`src/inc/srg_pkg.sv`:
```
/*
 * srg_pkg: shared constants for the serial port rate generator and status block.
 * assumes: included before every design file that names srg_pkg.
 */
package srg_pkg;
	// register byte offsets on the bus
	localparam logic [7:0] OFF_RELOAD = 8'h00;
	localparam logic [7:0] OFF_BUFFER = 8'h04;
	localparam logic [7:0] OFF_STATUS = 8'h08;
	localparam logic [7:0] OFF_CTRL = 8'h0C;
	localparam logic [7:0] OFF_IRQ_STAT = 8'h10;
	localparam logic [7:0] OFF_IRQ_MASK = 8'h14;
	// status field positions
	localparam int ST_SAMPLE = 7;
	localparam int ST_EDGE = 6;
	localparam int ST_DATA = 5;
	localparam int ST_STOP = 4;
	localparam int ST_START = 3;
	localparam int ST_RW = 2;
	localparam int ST_ADDR_REFRESH = 1;
	localparam int ST_FULL = 0;
	// control field positions
	localparam int CT_ENABLE = 0;
	localparam int CT_MASTER = 1;
	localparam int CT_TWO_WIRE = 2;
	// interrupt event positions
	localparam int EV_DONE = 0;
	localparam int EV_START = 1;
	localparam int EV_STOP = 2;
	localparam int EV_FULL = 3;
	localparam int EV_REFRESH = 4;
	localparam int EV_WIDTH = 5;
	// reset values
	localparam logic [7:0] RST_RELOAD = 8'h4F;
	localparam logic [7:0] RST_STATUS = 8'h00;
	localparam logic [2:0] RST_CTRL = 3'h0;
	// rate counter steps at half the core clock
	localparam logic [0:0] RATE_PRESCALE_LAST = 1'h1;
	// reload values that a two-wire rate cannot use
	localparam logic [7:0] RELOAD_MIN_TWI = 8'h03;
	// bits of a byte transfer, two half periods each
	localparam logic [4:0] HALF_PERIODS = 5'h10;
	typedef enum logic [1:0] {SRG_IDLE, SRG_RUN} srg_state_t;
endpackage

```
`src/verilog/srg_top.sv`:
```
/*
 * srg_top: rate generator and status register of a sync serial port, AHB-Lite slave.
 * assumes: single master, word transfers; bus peer drives sda/scl pins
 * and their edges, sampled on ref_clk_in.
 */
// Operation
// - the rate counter clocks the port in master modes from the reload register.
// - a write to the shift buffer starts the rate counter when the port is enabled as master.
// - at the end of a transfer the counter stops and the clock pin holds its level.
// - the reload register is copied into the counter twice per serial clock period.
// - one serial clock period is two counter rollovers.
// - unimplemented locations and bits read as zero.
// - the sample phase bit chooses end or middle sampling in the SPI modes; software keeps it clear as slave.
// - the clock edge bit chooses the transmit edge in the SPI modes.
// - in two-wire mode the clock edge bit selects bus-management input thresholds.
// - the data/address bit shows whether the last byte was data or address.
// - the stop bit shows a stop was the last condition and clears when disabled.
// - the start bit shows a start was the last condition and clears when disabled.
// - in ten bit slave addressing the address refresh bit never sets, since only a master transfer ends a byte.
// - the buffer full flag tracks a full receive buffer or a byte shifting out.
`timescale 1ns/1ps
module srg_top #(
	parameter int DATA_BITS = 8
) (
	input wire logic ref_clk_in,
	input wire logic sys_rst_in,
	input wire logic hsel,
	input wire logic [31:0] haddr,
	input wire logic [1:0] htrans,
	input wire logic hwrite,
	input wire logic [2:0] hsize,
	input wire logic [31:0] hwdata,
	input wire logic hready,
	output logic [31:0] hrdata,
	output logic hreadyout,
	output logic hresp,
	input wire logic sda_in,
	input wire logic scl_in,
	input wire logic sdi_in,
	input wire logic ten_bit_addr_in,
	output logic scl_out,
	output logic scl_oe_out,
	output logic sda_out,
	output logic sda_oe_out,
	output logic smbus_levels_out,
	output logic irq_out
);
	import srg_pkg::*;

	// bus address phase capture
	logic wr_q, wr_d, rd_q, rd_d;
	logic [7:0] adr_q, adr_d;
	logic [7:0] reload_q, reload_d, shift_q, shift_d, stat_q, stat_d;
	logic [2:0] ctrl_q, ctrl_d;
	logic [EV_WIDTH-1:0] ev_q, ev_d, mask_q, mask_d, ev_set;
	logic [4:0] half_q, half_d;
	logic sclo_q, sclo_d, sdao_q, sdao_d, mid_q, mid_d, addr_next_q, addr_next_d;
	srg_state_t st_q, st_d;
	logic [2:0] pins, pins_q;
	logic roll, load, buf_wr;
	logic [7:0] cnt;
	logic [31:0] rdata;
	logic sda_s, scl_s, sdi_s, sda_p, scl_p;
	logic start_ev, stop_ev, byte_done;

	srg_sync #(.WIDTH(3)) u_sync (
		.ref_clk_in(ref_clk_in),
		.sys_rst_in(sys_rst_in),
		.pin_in({sdi_in, scl_in, sda_in}),
		.level_out(pins)
	);
	assign sda_s = pins[0];
	assign scl_s = pins[1];
	assign sdi_s = pins[2];
	assign sda_p = pins_q[0];
	assign scl_p = pins_q[1];

	// start is sda falling with scl high, stop is sda rising with scl high
	assign start_ev = ctrl_q[CT_TWO_WIRE] && scl_s && scl_p && sda_p && !sda_s;
	assign stop_ev = ctrl_q[CT_TWO_WIRE] && scl_s && scl_p && !sda_p && sda_s;

	// bus decode; zero wait states, response always OKAY
	always_comb begin
		wr_d = 1'b0;
		rd_d = 1'b0;
		adr_d = adr_q;
		if (hsel && hready && htrans[1]) begin
			wr_d = hwrite;
			rd_d = !hwrite;
			adr_d = haddr[7:0];
		end
	end
	assign buf_wr = wr_q && adr_q == OFF_BUFFER;

	srg_counter #(.WIDTH(8)) u_cnt (
		.ref_clk_in(ref_clk_in),
		.sys_rst_in(sys_rst_in),
		.run_in(st_q == SRG_RUN),
		.load_in(load),
		.reload_in(reload_q),
		.roll_out(roll),
		.count_out(cnt)
	);
	// buffer write reloads the counter so the first half period is full length
	assign load = buf_wr && ctrl_q[CT_ENABLE] && ctrl_q[CT_MASTER];

	// transfer sequencer: each rollover toggles the clock, two per period
	always_comb begin
		st_d = st_q;
		half_d = half_q;
		sclo_d = sclo_q;
		sdao_d = sdao_q;
		mid_d = mid_q;
		shift_d = shift_q;
		byte_done = 1'b0;
		case (st_q)
			SRG_IDLE: begin
				if (load) begin
					st_d = SRG_RUN;
					half_d = '0;
					sdao_d = hwdata[7]; // the old buffer is not yet replaced here
				end
			end
			SRG_RUN: begin
				if (!ctrl_q[CT_ENABLE]) begin
					st_d = SRG_IDLE;
				end else if (roll) begin
					sclo_d = !sclo_q;
					half_d = half_q + 5'h01;
					// edge bit picks which clock edge launches data
					if (sclo_q == ctrl_q[CT_TWO_WIRE] ? 1'b0 : stat_q[ST_EDGE]) begin
						sdao_d = shift_q[6];
					end
					// mid-bit sample is held until the shift at the end of the bit
					mid_d = half_q[0] ? mid_q : sdi_s;
					if (half_q[0]) begin
						shift_d = {shift_q[6:0], stat_q[ST_SAMPLE] || ctrl_q[CT_TWO_WIRE] ? sdi_s : mid_q};
						sdao_d = shift_q[6];
					end
					if (half_q + 5'h01 == HALF_PERIODS) begin
						st_d = SRG_IDLE;
						byte_done = 1'b1;
						// release data after the last bit so the acknowledge slot is free
						sdao_d = 1'b1;
					end
				end
			end
			default: st_d = SRG_IDLE;
		endcase
		if (buf_wr) begin
			shift_d = hwdata[7:0];
		end
	end

	// status: software owns bits 7..6, hardware owns the rest
	always_comb begin
		stat_d = stat_q;
		addr_next_d = addr_next_q;
		if (wr_q && adr_q == OFF_STATUS) begin
			stat_d[ST_SAMPLE] = hwdata[ST_SAMPLE];
			stat_d[ST_EDGE] = hwdata[ST_EDGE];
		end
		if (start_ev) begin
			stat_d[ST_START] = 1'b1;
			stat_d[ST_STOP] = 1'b0;
			stat_d[ST_DATA] = 1'b0;
			addr_next_d = 1'b1;
		end
		if (stop_ev) begin
			stat_d[ST_STOP] = 1'b1;
			stat_d[ST_START] = 1'b0;
		end
		// the first byte after a start is the address, every later one is data
		if (byte_done && ctrl_q[CT_TWO_WIRE]) begin
			stat_d[ST_DATA] = !addr_next_q;
			addr_next_d = 1'b0;
			if (addr_next_q) begin
				stat_d[ST_RW] = shift_d[0];
				stat_d[ST_ADDR_REFRESH] = ten_bit_addr_in && !ctrl_q[CT_MASTER];
			end
		end
		// full on buffer write and again at byte end unless two-wire with ST_RW set; a buffer read empties it
		if (buf_wr) begin
			stat_d[ST_FULL] = 1'b1;
		end else if (byte_done) begin
			stat_d[ST_FULL] = !ctrl_q[CT_TWO_WIRE] || !stat_q[ST_RW];
		end else if (rd_q && adr_q == OFF_BUFFER) begin
			stat_d[ST_FULL] = 1'b0;
		end
		if (wr_q && adr_q == OFF_RELOAD) begin
			stat_d[ST_ADDR_REFRESH] = 1'b0;
		end
		if (!ctrl_q[CT_ENABLE]) begin
			stat_d[ST_STOP] = 1'b0;
			stat_d[ST_START] = 1'b0;
		end
	end

	// registers, interrupts
	always_comb begin
		reload_d = reload_q;
		ctrl_d = ctrl_q;
		mask_d = mask_q;
		ev_set = '0;
		ev_set[EV_DONE] = byte_done;
		ev_set[EV_START] = start_ev;
		ev_set[EV_STOP] = stop_ev;
		ev_set[EV_FULL] = stat_d[ST_FULL] && !stat_q[ST_FULL];
		ev_set[EV_REFRESH] = stat_d[ST_ADDR_REFRESH] && !stat_q[ST_ADDR_REFRESH];
		ev_d = ev_q;
		if (wr_q) begin
			case (adr_q)
				OFF_RELOAD: reload_d = hwdata[7:0];
				OFF_CTRL: ctrl_d = hwdata[2:0];
				OFF_IRQ_MASK: mask_d = hwdata[EV_WIDTH-1:0];
				OFF_IRQ_STAT: ev_d = ev_q & ~hwdata[EV_WIDTH-1:0];
				default: ;
			endcase
		end
		ev_d = ev_d | ev_set; // set wins over clear
	end

	// read mux, unmapped and unused bits return zero
	always_comb begin
		rdata = 32'h0000_0000;
		case (adr_q)
			OFF_RELOAD: rdata[7:0] = reload_q;
			OFF_BUFFER: rdata[7:0] = shift_q;
			OFF_STATUS: rdata[7:0] = stat_q;
			OFF_CTRL: rdata[2:0] = ctrl_q;
			OFF_IRQ_STAT: rdata[EV_WIDTH-1:0] = ev_q;
			OFF_IRQ_MASK: rdata[EV_WIDTH-1:0] = mask_q;
			default: rdata = 32'h0000_0000;
		endcase
	end

	always_ff @(posedge ref_clk_in) begin
		if (sys_rst_in) begin
			wr_q <= 1'b0;
			rd_q <= 1'b0;
			adr_q <= 8'h00;
			reload_q <= RST_RELOAD;
			shift_q <= 8'h00;
			stat_q <= RST_STATUS;
			ctrl_q <= RST_CTRL;
			ev_q <= '0;
			mask_q <= '0;
			half_q <= '0;
			sclo_q <= 1'b1;
			sdao_q <= 1'b1;
			mid_q <= 1'b0;
			addr_next_q <= 1'b0;
			st_q <= SRG_IDLE;
			pins_q <= 3'h7;
		end else begin
			wr_q <= wr_d;
			rd_q <= rd_d;
			adr_q <= adr_d;
			reload_q <= reload_d;
			shift_q <= shift_d;
			stat_q <= stat_d;
			ctrl_q <= ctrl_d;
			ev_q <= ev_d;
			mask_q <= mask_d;
			half_q <= half_d;
			sclo_q <= sclo_d;
			sdao_q <= sdao_d;
			mid_q <= mid_d;
			addr_next_q <= addr_next_d;
			st_q <= st_d;
			pins_q <= pins;
		end
	end

	assign hrdata = rdata;
	assign hreadyout = 1'b1;
	assign hresp = 1'b0;
	// open drain in two-wire mode: enable only while pulling low
	assign scl_out = ctrl_q[CT_TWO_WIRE] ? 1'b0 : sclo_q;
	assign scl_oe_out = ctrl_q[CT_ENABLE] && ctrl_q[CT_MASTER]
		&& (ctrl_q[CT_TWO_WIRE] ? !sclo_q : 1'b1);
	assign sda_out = ctrl_q[CT_TWO_WIRE] ? 1'b0 : sdao_q;
	// a two-wire slave has no data sequencer here, so it never pulls data low
	assign sda_oe_out = ctrl_q[CT_ENABLE]
		&& (ctrl_q[CT_TWO_WIRE] ? ctrl_q[CT_MASTER] && !sdao_q : 1'b1);
	assign smbus_levels_out = ctrl_q[CT_TWO_WIRE] && stat_q[ST_EDGE];
	assign irq_out = |(ev_q & mask_q);

	AST_START_STARTS: assert property (@(posedge ref_clk_in) disable iff (sys_rst_in)
		load |=> st_q == SRG_RUN) else $error("buffer write did not start");
	AST_STOPS_HOLDS: assert property (@(posedge ref_clk_in) disable iff (sys_rst_in)
		st_q == SRG_IDLE && !load |=> $stable(sclo_q)) else $error("clock moved while idle");
	AST_TWO_ROLLS: assert property (@(posedge ref_clk_in) disable iff (sys_rst_in)
		st_q == SRG_RUN && roll && ctrl_q[CT_ENABLE] |=> sclo_q != $past(sclo_q))
		else $error("rollover did not toggle clock");
	AST_UNMAPPED_ZERO: assert property (@(posedge ref_clk_in) disable iff (sys_rst_in)
		adr_q > OFF_IRQ_MASK |-> hrdata == 32'h0000_0000) else $error("unmapped read nonzero");
	AST_DISABLE_CLEARS: assert property (@(posedge ref_clk_in) disable iff (sys_rst_in)
		!ctrl_q[CT_ENABLE] |=> !stat_q[ST_START] && !stat_q[ST_STOP])
		else $error("start or stop kept while disabled");
	AST_START_SEEN: assert property (@(posedge ref_clk_in) disable iff (sys_rst_in)
		start_ev && ctrl_q[CT_ENABLE] |=> stat_q[ST_START] && !stat_q[ST_STOP])
		else $error("start not flagged");
	AST_STOP_SEEN: assert property (@(posedge ref_clk_in) disable iff (sys_rst_in)
		stop_ev && ctrl_q[CT_ENABLE] |=> stat_q[ST_STOP] && !stat_q[ST_START])
		else $error("stop not flagged");
	AST_FULL_ON_WRITE: assert property (@(posedge ref_clk_in) disable iff (sys_rst_in)
		buf_wr |=> stat_q[ST_FULL]) else $error("full not set on write");
	AST_SMBUS_LEVEL: assert property (@(posedge ref_clk_in) disable iff (sys_rst_in)
		wr_q && adr_q == OFF_STATUS && ctrl_q[CT_TWO_WIRE]
		|=> smbus_levels_out == $past(hwdata[ST_EDGE]))
		else $error("thresholds wrong");
	AST_REFRESH_CLEAR: assert property (@(posedge ref_clk_in) disable iff (sys_rst_in)
		wr_q && adr_q == OFF_RELOAD && !byte_done |=> !stat_q[ST_ADDR_REFRESH])
		else $error("address refresh not cleared");
endmodule

```
`src/verilog/srg_sync.sv`:
```
/*
 * srg_sync: three flop synchroniser with agreement filter for pin inputs.
 * assumes: input is asynchronous to ref_clk_in; output lags by four edges.
 */
`timescale 1ns/1ps
module srg_sync #(
	parameter int WIDTH = 3
) (
	input wire logic ref_clk_in,
	input wire logic sys_rst_in,
	input wire logic [WIDTH-1:0] pin_in,
	output logic [WIDTH-1:0] level_out
);
	logic [WIDTH-1:0] s1_q, s2_q, s3_q, lvl_q, lvl_d;
	// accept a change only once the second and third stage agree
	always_comb begin
		lvl_d = lvl_q;
		for (int i = 0; i < WIDTH; i++) begin
			if (s2_q[i] == s3_q[i]) begin
				lvl_d[i] = s3_q[i];
			end
		end
	end
	// first stage feeds only the second
	always_ff @(posedge ref_clk_in) begin
		if (sys_rst_in) begin
			s1_q <= '1;
			s2_q <= '1;
			s3_q <= '1;
			lvl_q <= '1;
		end else begin
			s1_q <= pin_in;
			s2_q <= s1_q;
			s3_q <= s2_q;
			lvl_q <= lvl_d;
		end
	end
	assign level_out = lvl_q;
endmodule

```
`src/verilog/srg_counter.sv`:
```
/*
 * srg_counter: down counter that reloads at zero and marks each rollover.
 * assumes: run_in and reload_in come from the same clock domain.
 */
`timescale 1ns/1ps
module srg_counter #(
	parameter int WIDTH = 8
) (
	input wire logic ref_clk_in,
	input wire logic sys_rst_in,
	input wire logic run_in,
	input wire logic load_in,
	input wire logic [WIDTH-1:0] reload_in,
	output logic roll_out,
	output logic [WIDTH-1:0] count_out
);
	import srg_pkg::*;
	logic [WIDTH-1:0] cnt_q, cnt_d;
	logic [0:0] pre_q, pre_d;
	logic roll;
	// step at half the core clock; reload+1 steps per rollover
	always_comb begin
		cnt_d = cnt_q;
		pre_d = pre_q;
		roll = 1'b0;
		if (load_in) begin
			cnt_d = reload_in;
			pre_d = 1'h0;
		end else if (run_in) begin
			pre_d = pre_q + 1'h1;
			if (pre_q == RATE_PRESCALE_LAST) begin
				if (cnt_q == '0) begin
					roll = 1'b1;
					cnt_d = reload_in;
				end else begin
					cnt_d = cnt_q - 1'b1;
				end
			end
		end
	end
	always_ff @(posedge ref_clk_in) begin
		if (sys_rst_in) begin
			cnt_q <= '0;
			pre_q <= 1'h0;
		end else begin
			cnt_q <= cnt_d;
			pre_q <= pre_d;
		end
	end
	assign roll_out = roll;
	assign count_out = cnt_q;
	// a rollover always hands back the reload value at the next edge
	AST_ROLL_RELOAD: assert property (@(posedge ref_clk_in) disable iff (sys_rst_in)
		roll && !load_in |=> cnt_q == $past(reload_in)) else $error("no reload on rollover");
endmodule

```
`config.mk`:
```
export PLATFORM = sky130hd
export DESIGN_NAME = srg_top
export DESIGN_NICKNAME = d
export VERILOG_FILES = /design/src/inc/srg_pkg.sv /design/src/verilog/srg_top.sv /design/src/verilog/srg_sync.sv /design/src/verilog/srg_counter.sv
export SDC_FILE = /design/constraint.sdc
export NUM_CORES = 1
export LEC_CHECK = 0
export ABC_AREA = 1
export BUFFER_PORTS_ARGS = -buffer_cell sky130_fd_sc_hd__buf_2
export CAP_MARGIN = 10
export CORE_MARGIN = 5
export CORE_UTILIZATION = 45
export DETAILED_ROUTE_END_ITERATION = 6
export PLACE_DENSITY = 0.84
export SLEW_MARGIN = 15
export SYNTH_ARGS = -nofsm -noshare
export SYNTH_HDL_FRONTEND = slang
export SYNTH_SLANG_ARGS = --single-unit
```
`constraint.sdc`:
```
create_clock -name ref_clk_in -period 1.8 [get_ports ref_clk_in]
set_clock_uncertainty 0.15 [all_clocks]
set_input_delay 0.45 -clock ref_clk_in [delete_from_list [all_inputs] [get_ports ref_clk_in]]
set_output_delay 0.45 -clock ref_clk_in [all_outputs]
set_load 0.02 [all_outputs]
```
==> impl_results.md, run 1 <==
- CP peak stage delay: approximately 0.36 ns
- WHS Endpoint: rd_q
- Row count: 34
- Core Region: between 0.008 and 0.009 sq mm
- Worst Path Arrival: 1.82 ns
- Hold Path Class: input port to flop
- Nets: between 700 and 800
- Total iterations of the first detailed-routing run: 7
- Grt ovf: 0
- Avg Synthesized Cell Area: around 7.3 sq um
- Final setup vio count: just over 50
- DP Area: between 0.004 and 0.005 sq mm
- Fin. Hold Viols: 0
- Worst R2R Setup Slack: -0.29 ns
- Post-DP HPWL: between 7000 and 8000 microns
- Commonest cells after routing, fill and taps aside: 81 x nand2_1, 67 x dfxtp_1, 63 x inv_1
- RSZ-0062 raised after global routing: yes
- Syn. warnings: 0
- # diodes: 0
- Boundary Pins: about 120
- Syn-to-layout area delta: 33.1%
- Slew Viols, Final: 0
- Synthesized area: between 0.003 and 0.004 sq mm
- Crit-path slowest cell: a221oi_4
- Crit path buffers/inverters: 3
- Port bufs: 39
- CTS Hold Bufs: 0
- Tcrit/Tclk final: 134%
- Post-Layout Inst Area: around 0.0053 sq mm
- DR WL/cell: 16.1 microns
- Max cap viols: 0
- Status: finished, violations left
- CP required: approximately 1.2 ns
- Final Wtd Congestion: 0.883
- CTS H-tree depth: 3
- CTS max path bufs: 2
- Delay-heaviest family, CP: compound AO/OA/AOI/OAI gates
- Worst R2R End: half_q[2]
- Rel. slew slack: about two thirds
- Tmin final: between 2 and 2.5 ns
- #FFs+latches synth: 80
- First-pass GRT wire length: between 15000 and 20000 microns
- Most Frequent Cell on Critical Path: nor2_4
- Cell Chain, Critical Path: inv_2, nor2_4, nand2_4, nor2_4, buf_4, a221oi_4, o2111ai_4, buf_6
- GR Util All Layers: roughly 19%
- ANT nets after route: 0
- Die width: a little over 100 microns
- Clk sinks: 80
- Crit-path max FO: 3
- Vias per cell: approximately 5.5
- Antenna violations before repair: 0
- PwrDens: roughly 690 mW/mm^2
- Hold Path Depth: 2
- Distinct cells, synth: slightly above 40
- Leading area contributor after synthesis: dfxtp_1
- Die Area: ~0.011 sq mm
- DRC viols: 0
- Syn Inst Count: ~540
- Initial core utilization: 45.7%
- Die Y: between 100 and 150 microns
- Top cells by area, synth: dfxtp_1 41%, nand2_1 9.7%, inv_1 7.2%, o21ai_0 6.2%, a21oi_1 5.2%
- Failing checks: negative setup slack
- Routed WL: roughly 12000 microns
- Register clock-pin slew on the reported worst setup and hold paths: 0.08 ns
- Commonest non-fill, non-tap cell in the layout: nand2_1
- WP depth: 8
- Worst Setup Path Type: flop to output pin
- Max frequency: 414 MHz
- Initial DRC count: 360
- Register area share after synthesis: between 40% and 50%
- Vias in the first global route: 3837
- TritonCTS clock tree: yes
- Final WS setup: -0.618 ns
- Worst slew pin tran: 0.521 ns
- Final Util: approximately three fifths
- IR drop worst, VDD: ~0.54 mV
- Clock insertion delay at the later pin of the skew report: ~0.36 ns
- Layout cells sized above 1: a little under two fifths
- # fillers: 716
- Via Count: 4082
- Yosys top cell area share: 40.6%
- Reg2reg start: adr_q[7]
- Largest net degree at the start of global routing: 41
- Root Buffer: clkbuf_8
- Crit. End Element: output pin
- Min-Delay Startpoint: hwrite
- CTS buffer count: 9
- Leakage power: 2.22 nW
- Startpoint Class: flop
- R2R cell count: 14
## routing by layer
| layer | wire length [microns] | share of wire [%] | vias to the layer above | track usage (%) |
|---|---|---|---|---|
| li1 | - | - | 1898 | - |
| met1 | 4370 | 36 | 1903 | 21.6 |
| met2 | 6070 | 50 | 206 | 34.4 |
| met3 | 918 | 7.6 | 75 | 5.53 |
| met4 | 662 | 5.5 | 0 | 8.33 |
| met5 | 0 | 0 | - | 0 |
## per-stage QoR
step | setup WS, ns | power, mW | std cells | hold WS (ns) | TNS (ns)
floorplan | -0.0656 | 2.11 | 566 | 0.239 | -0.324
global placement | -0.285 | 2.20 | 713 | 0.241 | -2.63
detailed placement | -0.292 | 2.21 | 713 | 0.245 | -4.05
CTS | -0.525 | 3.52 | 736 | 0.0962 | -6.95
global route | -0.686 | 3.73 | 745 | 0.0966 | -15.53
finish | -0.618 | 3.61 | 745 | 0.105 | -10.64
## report_power, final
part,internal (mW),switching (mW),total [mW]
registers,1.79,0.0164,1.80
clock network,0.584,0.695,1.28
logic,0.212,0.311,0.523
total,2.58,1.02,3.61
## how the worst max path moves through the flow
stage	start	end	slack [ns]
floorplan	adr_q[0]	hrdata[3]	-0.07
global placement	adr_q[7]	hrdata[0]	-0.29
detailed placement	adr_q[7]	hrdata[0]	-0.29
CTS	adr_q[1]	hrdata[4]	-0.53
global route	adr_q[0]	hrdata[1]	-0.69
finish	adr_q[2]	hrdata[2]	-0.62
## repair_timing
action / in CTS / in global routing
setup endpoints to repair: 49 / 51
resized for setup: 100 / 64
setup buffers: 7 / 9
pin swaps: 14 / 16
hold endpoints to repair: 0 / 0
## registers in the layout, indices dropped and copies added, names as in the netlist, 2 cells and up
name / flops
adr_q: 8
pins_q: 2
ev_q: 5
half_q: 5
u_cnt.count_out: 8
stat_q: 8
mask_q: 5
reload_q: 8
u_sync.s1_q: 3
u_sync.level_out: 3
u_sync.s2_q: 3
u_sync.s3_q: 3
ctrl_q: 3
shift_q: 8
## synthesized netlist by cell type (all sizes together)
library cell / instances
o211ai: 8
dfxtp: 80
a31oi: 3
nand3: 23
o21bai: 1
inv: 81
clkbuf: 9
o221ai: 9
conb: 2
nand4: 6
clkinv: 1
nor3b: 1
nor2: 46
nor3: 6
o31ai: 1
xnor2: 1
o21ai: 52
ha: 5
nand2: 110
o2111ai: 3
buf: 32
xor2: 2
or2: 10
a21oi: 44
o22ai: 3
o32ai: 1
a221oi: 2
## kinds of logic after synthesis
group | after synthesis | synth area share [%]
AOI/OAI and AO/OA | 127 | 18.6
xor gates and xnor gates | 3 | 0.666
adders and majority gates | 5 | 1.58
buffers and inverters | 123 | 14.6
DFF | 80 | 40.6
other | 2 | 0.190
and+or+nand+nor | 202 | 23.7
## area by class of cell
type | count | area, sq um | area share (%)
inverters | 82 | 330 | 6.29
multi-input cells | 363 | 2240 | 42.6
repair buffers | 96 | 739 | 14.1
well taps | 108 | 135 | 2.57
clock buffers | 11 | 151 | 2.88
flip-flops and latches | 80 | 1620 | 30.9
clock inverters | 5 | 37.5 | 0.714
(Power assumes the default switching activity.)
==> run 2, diff against run 1 <==
--- a/config.mk
+++ b/config.mk
@@ -11,8 +11,9 @@
 export CORE_MARGIN = 5
 export CORE_UTILIZATION = 45
 export DETAILED_ROUTE_END_ITERATION = 6
-export PLACE_DENSITY = 0.84
+export PLACE_DENSITY = 0.83
 export SLEW_MARGIN = 15
 export SYNTH_ARGS = -nofsm -noshare
 export SYNTH_HDL_FRONTEND = slang
+export SYNTH_HIERARCHICAL = 1
 export SYNTH_SLANG_ARGS = --single-unit
==> run 2 against run 1 <==
The flow still finishes with violations (negative setup slack). Sequential power about the same. Highest routed layer unchanged. Largest cell class unchanged. Sequential share of layout area decreased by 3.7 points. Routed wire length grew 8.0%.
==> impl_results.md, run 2 <==
- Crit-path max FO: 6 (+3)
- CTS max path bufs: 2 (unchanged)
- Total iterations of the first detailed-routing run: 6 (-1)
- Core Region: 0.00924 sq mm (+7.0%)
- CTS buffer count: 9 (unchanged)
- Worst Setup Path Type: flop to output pin
- Startpoint Class: flop
- First-pass GRT wire length: 19300 microns (+9.9%)
- CTS Hold Bufs: 0 (unchanged)
- Avg Synthesized Cell Area: 7.10 sq um (-2.5%)
- Syn Inst Count: 598 (+10%)
- Syn. warnings: 6 (+6)
- Routed WL: 13000 microns (+8.0%)
- Hold Path Class: input port to flop
- Tcrit/Tclk final: 129% (-5.6 points)
- Synth async-reset ratio: 0% (unchanged)
- Port bufs: 39 (unchanged)
- Root Buffer: clkbuf_8
- Synth Area in Adders: 1.77% (+0.18 points)
- Status: finished, violations left
- # diodes: 0 (unchanged)
- Antenna violations before repair: 0 (unchanged)
- Rel. slew slack: 62.8% (-2.4 points)
- Post-DP HPWL: 8230 microns (+8.8%)
- Synthesized area: 0.00425 sq mm (+7.6%)
- PwrDens: 645 mW/mm^2 (-6.0%)
- Failing checks: negative setup slack
- Vias in the first global route: 4243 (+11%)
- Boundary Pins: 118 (unchanged)
- Post-synth top cells: 133 x nand2_1, 80 x dfxtp_1, 76 x inv_1, 43 x nand3_1, 41 x nor2_1
- Distinct cells, synth: 47 (+15%)
- Tmin final: 2.32 ns (-0.100 ns)
- Commonest non-fill, non-tap cell in the layout: nand2_1
- Final Wtd Congestion: 0.874 (-0.97%)
- Worst Path Arrival: 1.72 ns (-0.10 ns)
- Top cells by area, synth: dfxtp_1 38%, nand2_1 12%, inv_1 6.7%, nand3_1 5.1%, buf_4 4.9%
- Yosys top cell area share: 37.7% (-2.9 points)
- CTS H-tree depth: 3 (unchanged)
- CP required: 1.20 ns (about the same)
- RSZ-0062 raised after global routing: yes
- Max frequency: 431 MHz (+4.3%)
- Nets: 800 (+12%)
- Clk sinks: 80 (unchanged)
- Register clock-pin slew on the reported worst setup and hold paths: 0.09 ns (about the same)
- DR WL/cell: 15.3 microns (-5.3%)
- Grt ovf: 0 (unchanged)
- Synth Area in Compound Gates: 13.6% (-5.0 points)
- Fin. Hold Viols: 0 (unchanged)
- Post-synth EDFFs: 0 (unchanged)
- Crit. End Element: output pin
- Setup TNS: -11.93 ns (-1.29 ns)
- Die Y: 107 microns (+3.4%)
- Syn-to-layout area delta: 40.6%
- Row count: 35 (+2.9%)
- Xor/xnor cell area share of the yosys netlist: 0.206% (-0.46 points)
- Final WS setup: -0.518 ns (+0.100 ns)
- Leading area contributor after synthesis: dfxtp_1
- Initial DRC count: 362 (+0.56%)
- Die Area: 0.0115 sq mm (+6.9%)
- Main combinational cell family by area after synthesis: simple AND/OR/NAND/NOR gates
- Clock insertion delay at the later pin of the skew report: 0.37 ns (about the same)
- DRC viols: 0 (unchanged)
- Top_reg_cell synth: dfxtp_1
- Final setup vio count: 49 (-3.9%)
- Layout cells sized above 1: 41.6% (+4.4 points)
- Tot Pwr: 3.85 mW (+6.8%)
- Slew Viols, Final: 0 (unchanged)
- ANT nets after route: 0 (unchanged)
- Post-synthesis mux area share: 0% (unchanged)
- Commonest cells after routing, fill and taps aside: 110 x nand2_1, 66 x dfxtp_1, 62 x inv_1
- Synth Area in Simple Gates: 31.6% (+7.9 points)
- Count leader, synth: nand2_1
- GR Util All Layers: 20.9% (+1.4 points)
- Worst slew pin tran: 0.557 ns (+0.0360 ns)
- #FFs+latches synth: 80 (unchanged)
- # fillers: 684 (-4.5%)
- Register area share after synthesis: 37.7% (-2.9 points)
- Via Count: 4454 (+9.1%)
- Initial core utilization: 46.0% (+0.26 points)
- Largest net degree at the start of global routing: 38 (-7.3%)
- Vias per cell: 5.24 (-4.4%)
- Pre-CTS setup slack: -0.223 ns (+0.0695 ns)
- Leakage power: 2.74 nW (+23%)
- Max cap viols: 0 (unchanged)
- Die width: 107 microns (+3.4%)
- IR drop worst, VDD: 0.484 mV (-10%)
- TritonCTS clock tree: yes
## run 2: changes by cell type in the layout (fill, tap and decap cells not counted), moves of 9 or more
| cell | change |
|---|---|
| buf_4 | +9 |
| inv_2 | +10 |
| nand2_2 | +10 |
| or2_2 | -9 |
| buf_6 | +12 |
| a21oi_1 | -13 |
| nand2_1 | +29 |
| nand3_1 | +12 |
| nand3_2 | +10 |
## run 2: stage by stage
| stage | area (sq um) | hold slack [ns] | cells | utilization [%] |
|---|---|---|---|---|
| after floorplan | 4410 | 0.233 | 622 | - |
| after global placement | 4930 | 0.234 | 806 | 53.4 |
| final | 5970 | 0.101 | 850 | 64.7 |
| after CTS | 5650 | 0.0943 | 840 | 61.2 |
| after detailed placement | 4930 | 0.242 | 806 | 53.4 |
| after global routing | 5970 | 0.0865 | 850 | 64.7 |
## run 2: kinds of logic after synthesis
logic type / count (synthesis)
xor gates and xnor gates: 1
DFF: 80
and+or+nand+nor: 275
other: 2
AOI/OAI and AO/OA: 103
adders and majority gates: 6
buffers and inverters: 131
## run 2: worst max-delay path, stage by stage, from the launching register on
cell and delay [ns]:
dfxtp_2 0.36, nor2_2 0.04, nand2_2 0.11, inv_2 0.07, buf_4 0.14, nand2_2 0.12
clkinv_4 0.10, buf_12 0.14, nand2_2 0.06, nand3_2 0.08, buf_6 0.14
## run 2: final timing paths
kind / cells after the start / slack, ns / end / startpoint
hold / removal: 2 / 0.10 / rd_q / hwrite
setup / recovery: 10 / -0.52 / hrdata[6] / adr_q[6]
setup reg to reg: 15 / -0.43 / shift_q[2] / adr_q[2]
hold reg to reg: 1 / 0.26 / u_sync/s2_q[2] / u_sync/s1_q[2]
## run 2: area by class of cell
cell class,count,area [sq um],share of cell area (%)
clock inverters,7,103,1.72
multi-input cells,412,2560,42.8
well taps,129,161,2.70
inverters,92,378,6.32
repair buffers,121,1020,17.1
flip-flops and latches,80,1630,27.2
clock buffers,9,124,2.07
## run 2: timing repair
action	in CTS	in global routing
setup buffers	20	13
gates cloned	1	0
resized for setup	111	76
pin swaps	32	37
setup endpoints to repair	46	55
## run 2: routing by layer
metal,track usage (%),wire (microns),up-vias
met5,0,0,-
met4,6.39,334,0
met3,4.94,913,54
met2,37.8,6820,213
met1,24.1,4930,2074
li1,-,-,2113
## run 2: power by group
part           switching (mW)  internal (mW)  total [mW]  leakage [nW]
combinational           0.315          0.205       0.519          1.98
clock                   0.734          0.796        1.53         0.110
sequential             0.0162           1.79        1.80         0.654
total                    1.06           2.79        3.85          2.74
==> run 3, diff against run 2 <==
--- a/config.mk
+++ b/config.mk
@@ -8,10 +8,9 @@
 export ABC_AREA = 1
 export BUFFER_PORTS_ARGS = -buffer_cell sky130_fd_sc_hd__buf_2
 export CAP_MARGIN = 10
-export CORE_MARGIN = 5
 export CORE_UTILIZATION = 45
 export DETAILED_ROUTE_END_ITERATION = 6
-export PLACE_DENSITY = 0.83
+export PLACE_DENSITY = 0.8
 export SLEW_MARGIN = 15
 export SYNTH_ARGS = -nofsm -noshare
 export SYNTH_HDL_FRONTEND = slang
==> constraint.sdc (replaced) <==
create_clock -name ref_clk_in -period 2.7 [get_ports ref_clk_in]
set_clock_uncertainty 0.15 [all_clocks]
set_input_delay 0.675 -clock ref_clk_in [delete_from_list [all_inputs] [get_ports ref_clk_in]]
set_output_delay 0.675 -clock ref_clk_in [all_outputs]
set_load 0.02 [all_outputs]
==> run 3 against run 2 <==
The run now ends clean. Routed wire length is 26% lower. Combinational power is 57% lower. Utilization is 14 points lower. Sequential share of layout area is 7.2 points higher. Power is 42% lower. Non-clock buffer count is 72 lower. Sequential cell count stayed put. Critical path depth is 1 lower. Sequential power is 33% lower. First-iteration DRC count is 41% lower. Final cell count is 11% lower. Critical endpoint is now hrdata[4].
==> impl_results.md, run 3 (same netlist as run 2, synthesis figures left out) <==
- Die width: 99.2 microns (-7.5%)
- Commonest non-fill, non-tap cell in the layout: nand2_1
- Largest net degree at the start of global routing: 38 (unchanged)
- Final WS setup: 0.118 ns (+0.636 ns)
- # diodes: 0 (unchanged)
- DR WL/cell: 12.7 microns (-17%)
- CTS H-tree depth: 3 (unchanged)
- Final setup vio count: 0 (-100%)
- CTS buffer count: 9 (unchanged)
- Total iterations of the first detailed-routing run: 6 (unchanged)
- Die Area: 0.00983 sq mm (-14%)
- Via Count: 3895 (-13%)
- Boundary Pins: 118 (unchanged)
- Comb power frac: 10.1% (-3.4 points)
- TritonCTS clock tree: yes
- Register clock-pin slew on the reported worst setup and hold paths: 0.08 ns (about the same)
- Sw frac: 25.9% (-1.7 points)
- Die Y: 99.2 microns (-7.5%)
- Internal power: 1.66 mW (-41%)
- Met3 Track Usage GR: 3.58% (-1.4 points)
- Pre-CTS setup slack: 0.141 ns (+0.364 ns)
- Startpoint Class: flop
- Final Wtd Congestion: 0.905 (+3.5%)
- PwrDens: 480 mW/mm^2 (-26%)
- ANT nets after route: 0 (unchanged)
- Clock insertion delay at the later pin of the skew report: 0.35 ns (-0.02 ns)
- Post-Layout Inst Area: 0.00466 sq mm (-22%)
- DP Area: 0.00446 sq mm (-9.6%)
- Crit. End Element: output pin
- Global-route layer with the greatest usage: met2
- Tcrit/Tclk final: a little over nine tenths
- Status: complete, no violations
- Worst slew pin tran: 0.565 ns (+0.00819 ns)
- Vias per cell: 5.15 (-1.8%)
- Routed WL: 9590 microns (-26%)
- Layout cells sized above 1: 19.0% (-23 points)
- Nets: 727 (-9.1%)
- Minimum hold slack: 0.253 ns (+0.153 ns)
- M2 GR Usage: 32.7% (-5.1 points)
- Sequential cell fraction of total power: 53.8% (+7.0 points)
- GR Util All Layers: 20.5% (-0.32 points)
- Port bufs: 39 (unchanged)
- Tot Pwr: 2.24 mW (-42%)
- Row count: 35 (unchanged)
- Antenna violations before repair: 0 (unchanged)
- DRC viols: 0 (unchanged)
- RSZ-0062 raised after global routing: no
- Root Buffer: clkbuf_8
- Core Region: 0.00920 sq mm (-0.47%)
- Vias in the first global route: 3497 (-18%)
- Initial core utilization: 46.2% (+0.22 points)
- # fillers: 892 (+30%)
- Max frequency: a little under 400 MHz
- DP Cell Count: 742 (-7.9%)
- Switching power: 0.581 mW (-45%)
- Leakage power: 2.17 nW (-21%)
- IR drop worst, VDD: 0.217 mV (-55%)
- CTS max path bufs: 2 (unchanged)
- GRT met1 Usage: 27.3% (+3.2 points)
- Syn-to-layout area delta: 9.69%
- Worst Path Arrival: 1.76 ns (+0.04 ns)
- Hold Path Class: flop to flop
- Fin. Hold Viols: 0 (unchanged)
- Tmin final: between 2 and 3 ns
- Commonest cells after routing, fill and taps aside: 132 x nand2_1, 78 x dfxtp_1, 74 x inv_1
- Rel. slew slack: 62.2% (-0.55 points)
- Crit-path max FO: 4 (-2)
- Initial DRC count: 214 (-41%)
- CP required: 1.88 ns (+0.68 ns)
- Worst Setup Path Type: flop to output pin
- Max cap viols: 0 (unchanged)
- Final Util: 50.7% (-14 points)
- Grt ovf: 0 (unchanged)
- Post-DP HPWL: 7260 microns (-12%)
- First-pass GRT wire length: 15900 microns (-18%)
- Clk pwr share: 36.2% (-3.5 points)
- Setup TNS: 0 ns (+11.93 ns)
- Final cell count without fillers: 757 (-11%)
- Clk sinks: 80 (unchanged)
- Slew Viols, Final: 0 (unchanged)
[run 3: final cells by class]
class | instances | area [sq um] | share of cell area (%)
multi-input cells | 411 | 2120 | 45.5
flip-flops and latches | 80 | 1600 | 34.4
inverters | 92 | 355 | 7.63
repair buffers | 49 | 270 | 5.80
clock buffers | 14 | 173 | 3.71
well taps | 111 | 139 | 2.98
[run 3: final timing paths]
kind / cells past startpoint / slack [ns] / start / to
worst min register to register: 1 / 0.25 / u_sync/s1_q[2] / u_sync/s2_q[2]
worst min-delay path: 1 / 0.25 / u_sync/s1_q[2] / u_sync/s2_q[2]
worst max register to register: 11 / 0.31 / u_cnt/count_out[0] / stat_q[1]
worst max-delay path: 9 / 0.12 / adr_q[2] / hrdata[4]
[run 3: worst max-delay path, stage by stage (launching register included)]
cell     delay [ns]
dfxtp_2        0.36
inv_2          0.07
nor2_2         0.09
nand2_2        0.08
inv_1          0.11
nand2_1        0.13
o21ai_0        0.20
inv_1          0.08
nand4_1        0.10
buf_2          0.18
[run 3: power groups by stage]
stage	logic [mW]	clock network (mW)	registers, mW
after floorplan	0.180	0	1.23
final	0.225	0.809	1.20
after global placement	0.213	0	1.23
after global routing	0.249	0.870	1.21
after CTS	0.219	0.815	1.20
after detailed placement	0.218	0	1.23
[run 3: what timing repair did]
item / CTS / global route
cloned: 0 / 0
pin swaps: 0 / 1
buffers inserted: 0 / 1
hold buffers: 0 / 0
setup endpoints to repair: 7 / 10
resized for setup: 1 / 8
[run 3: metal layers]
metal | part of all wire, % | routed length, microns
met2 | 45 | 4360
met5 | 0 | 0
met1 | 45 | 4310
met3 | 7.6 | 730
met4 | 2.0 | 194
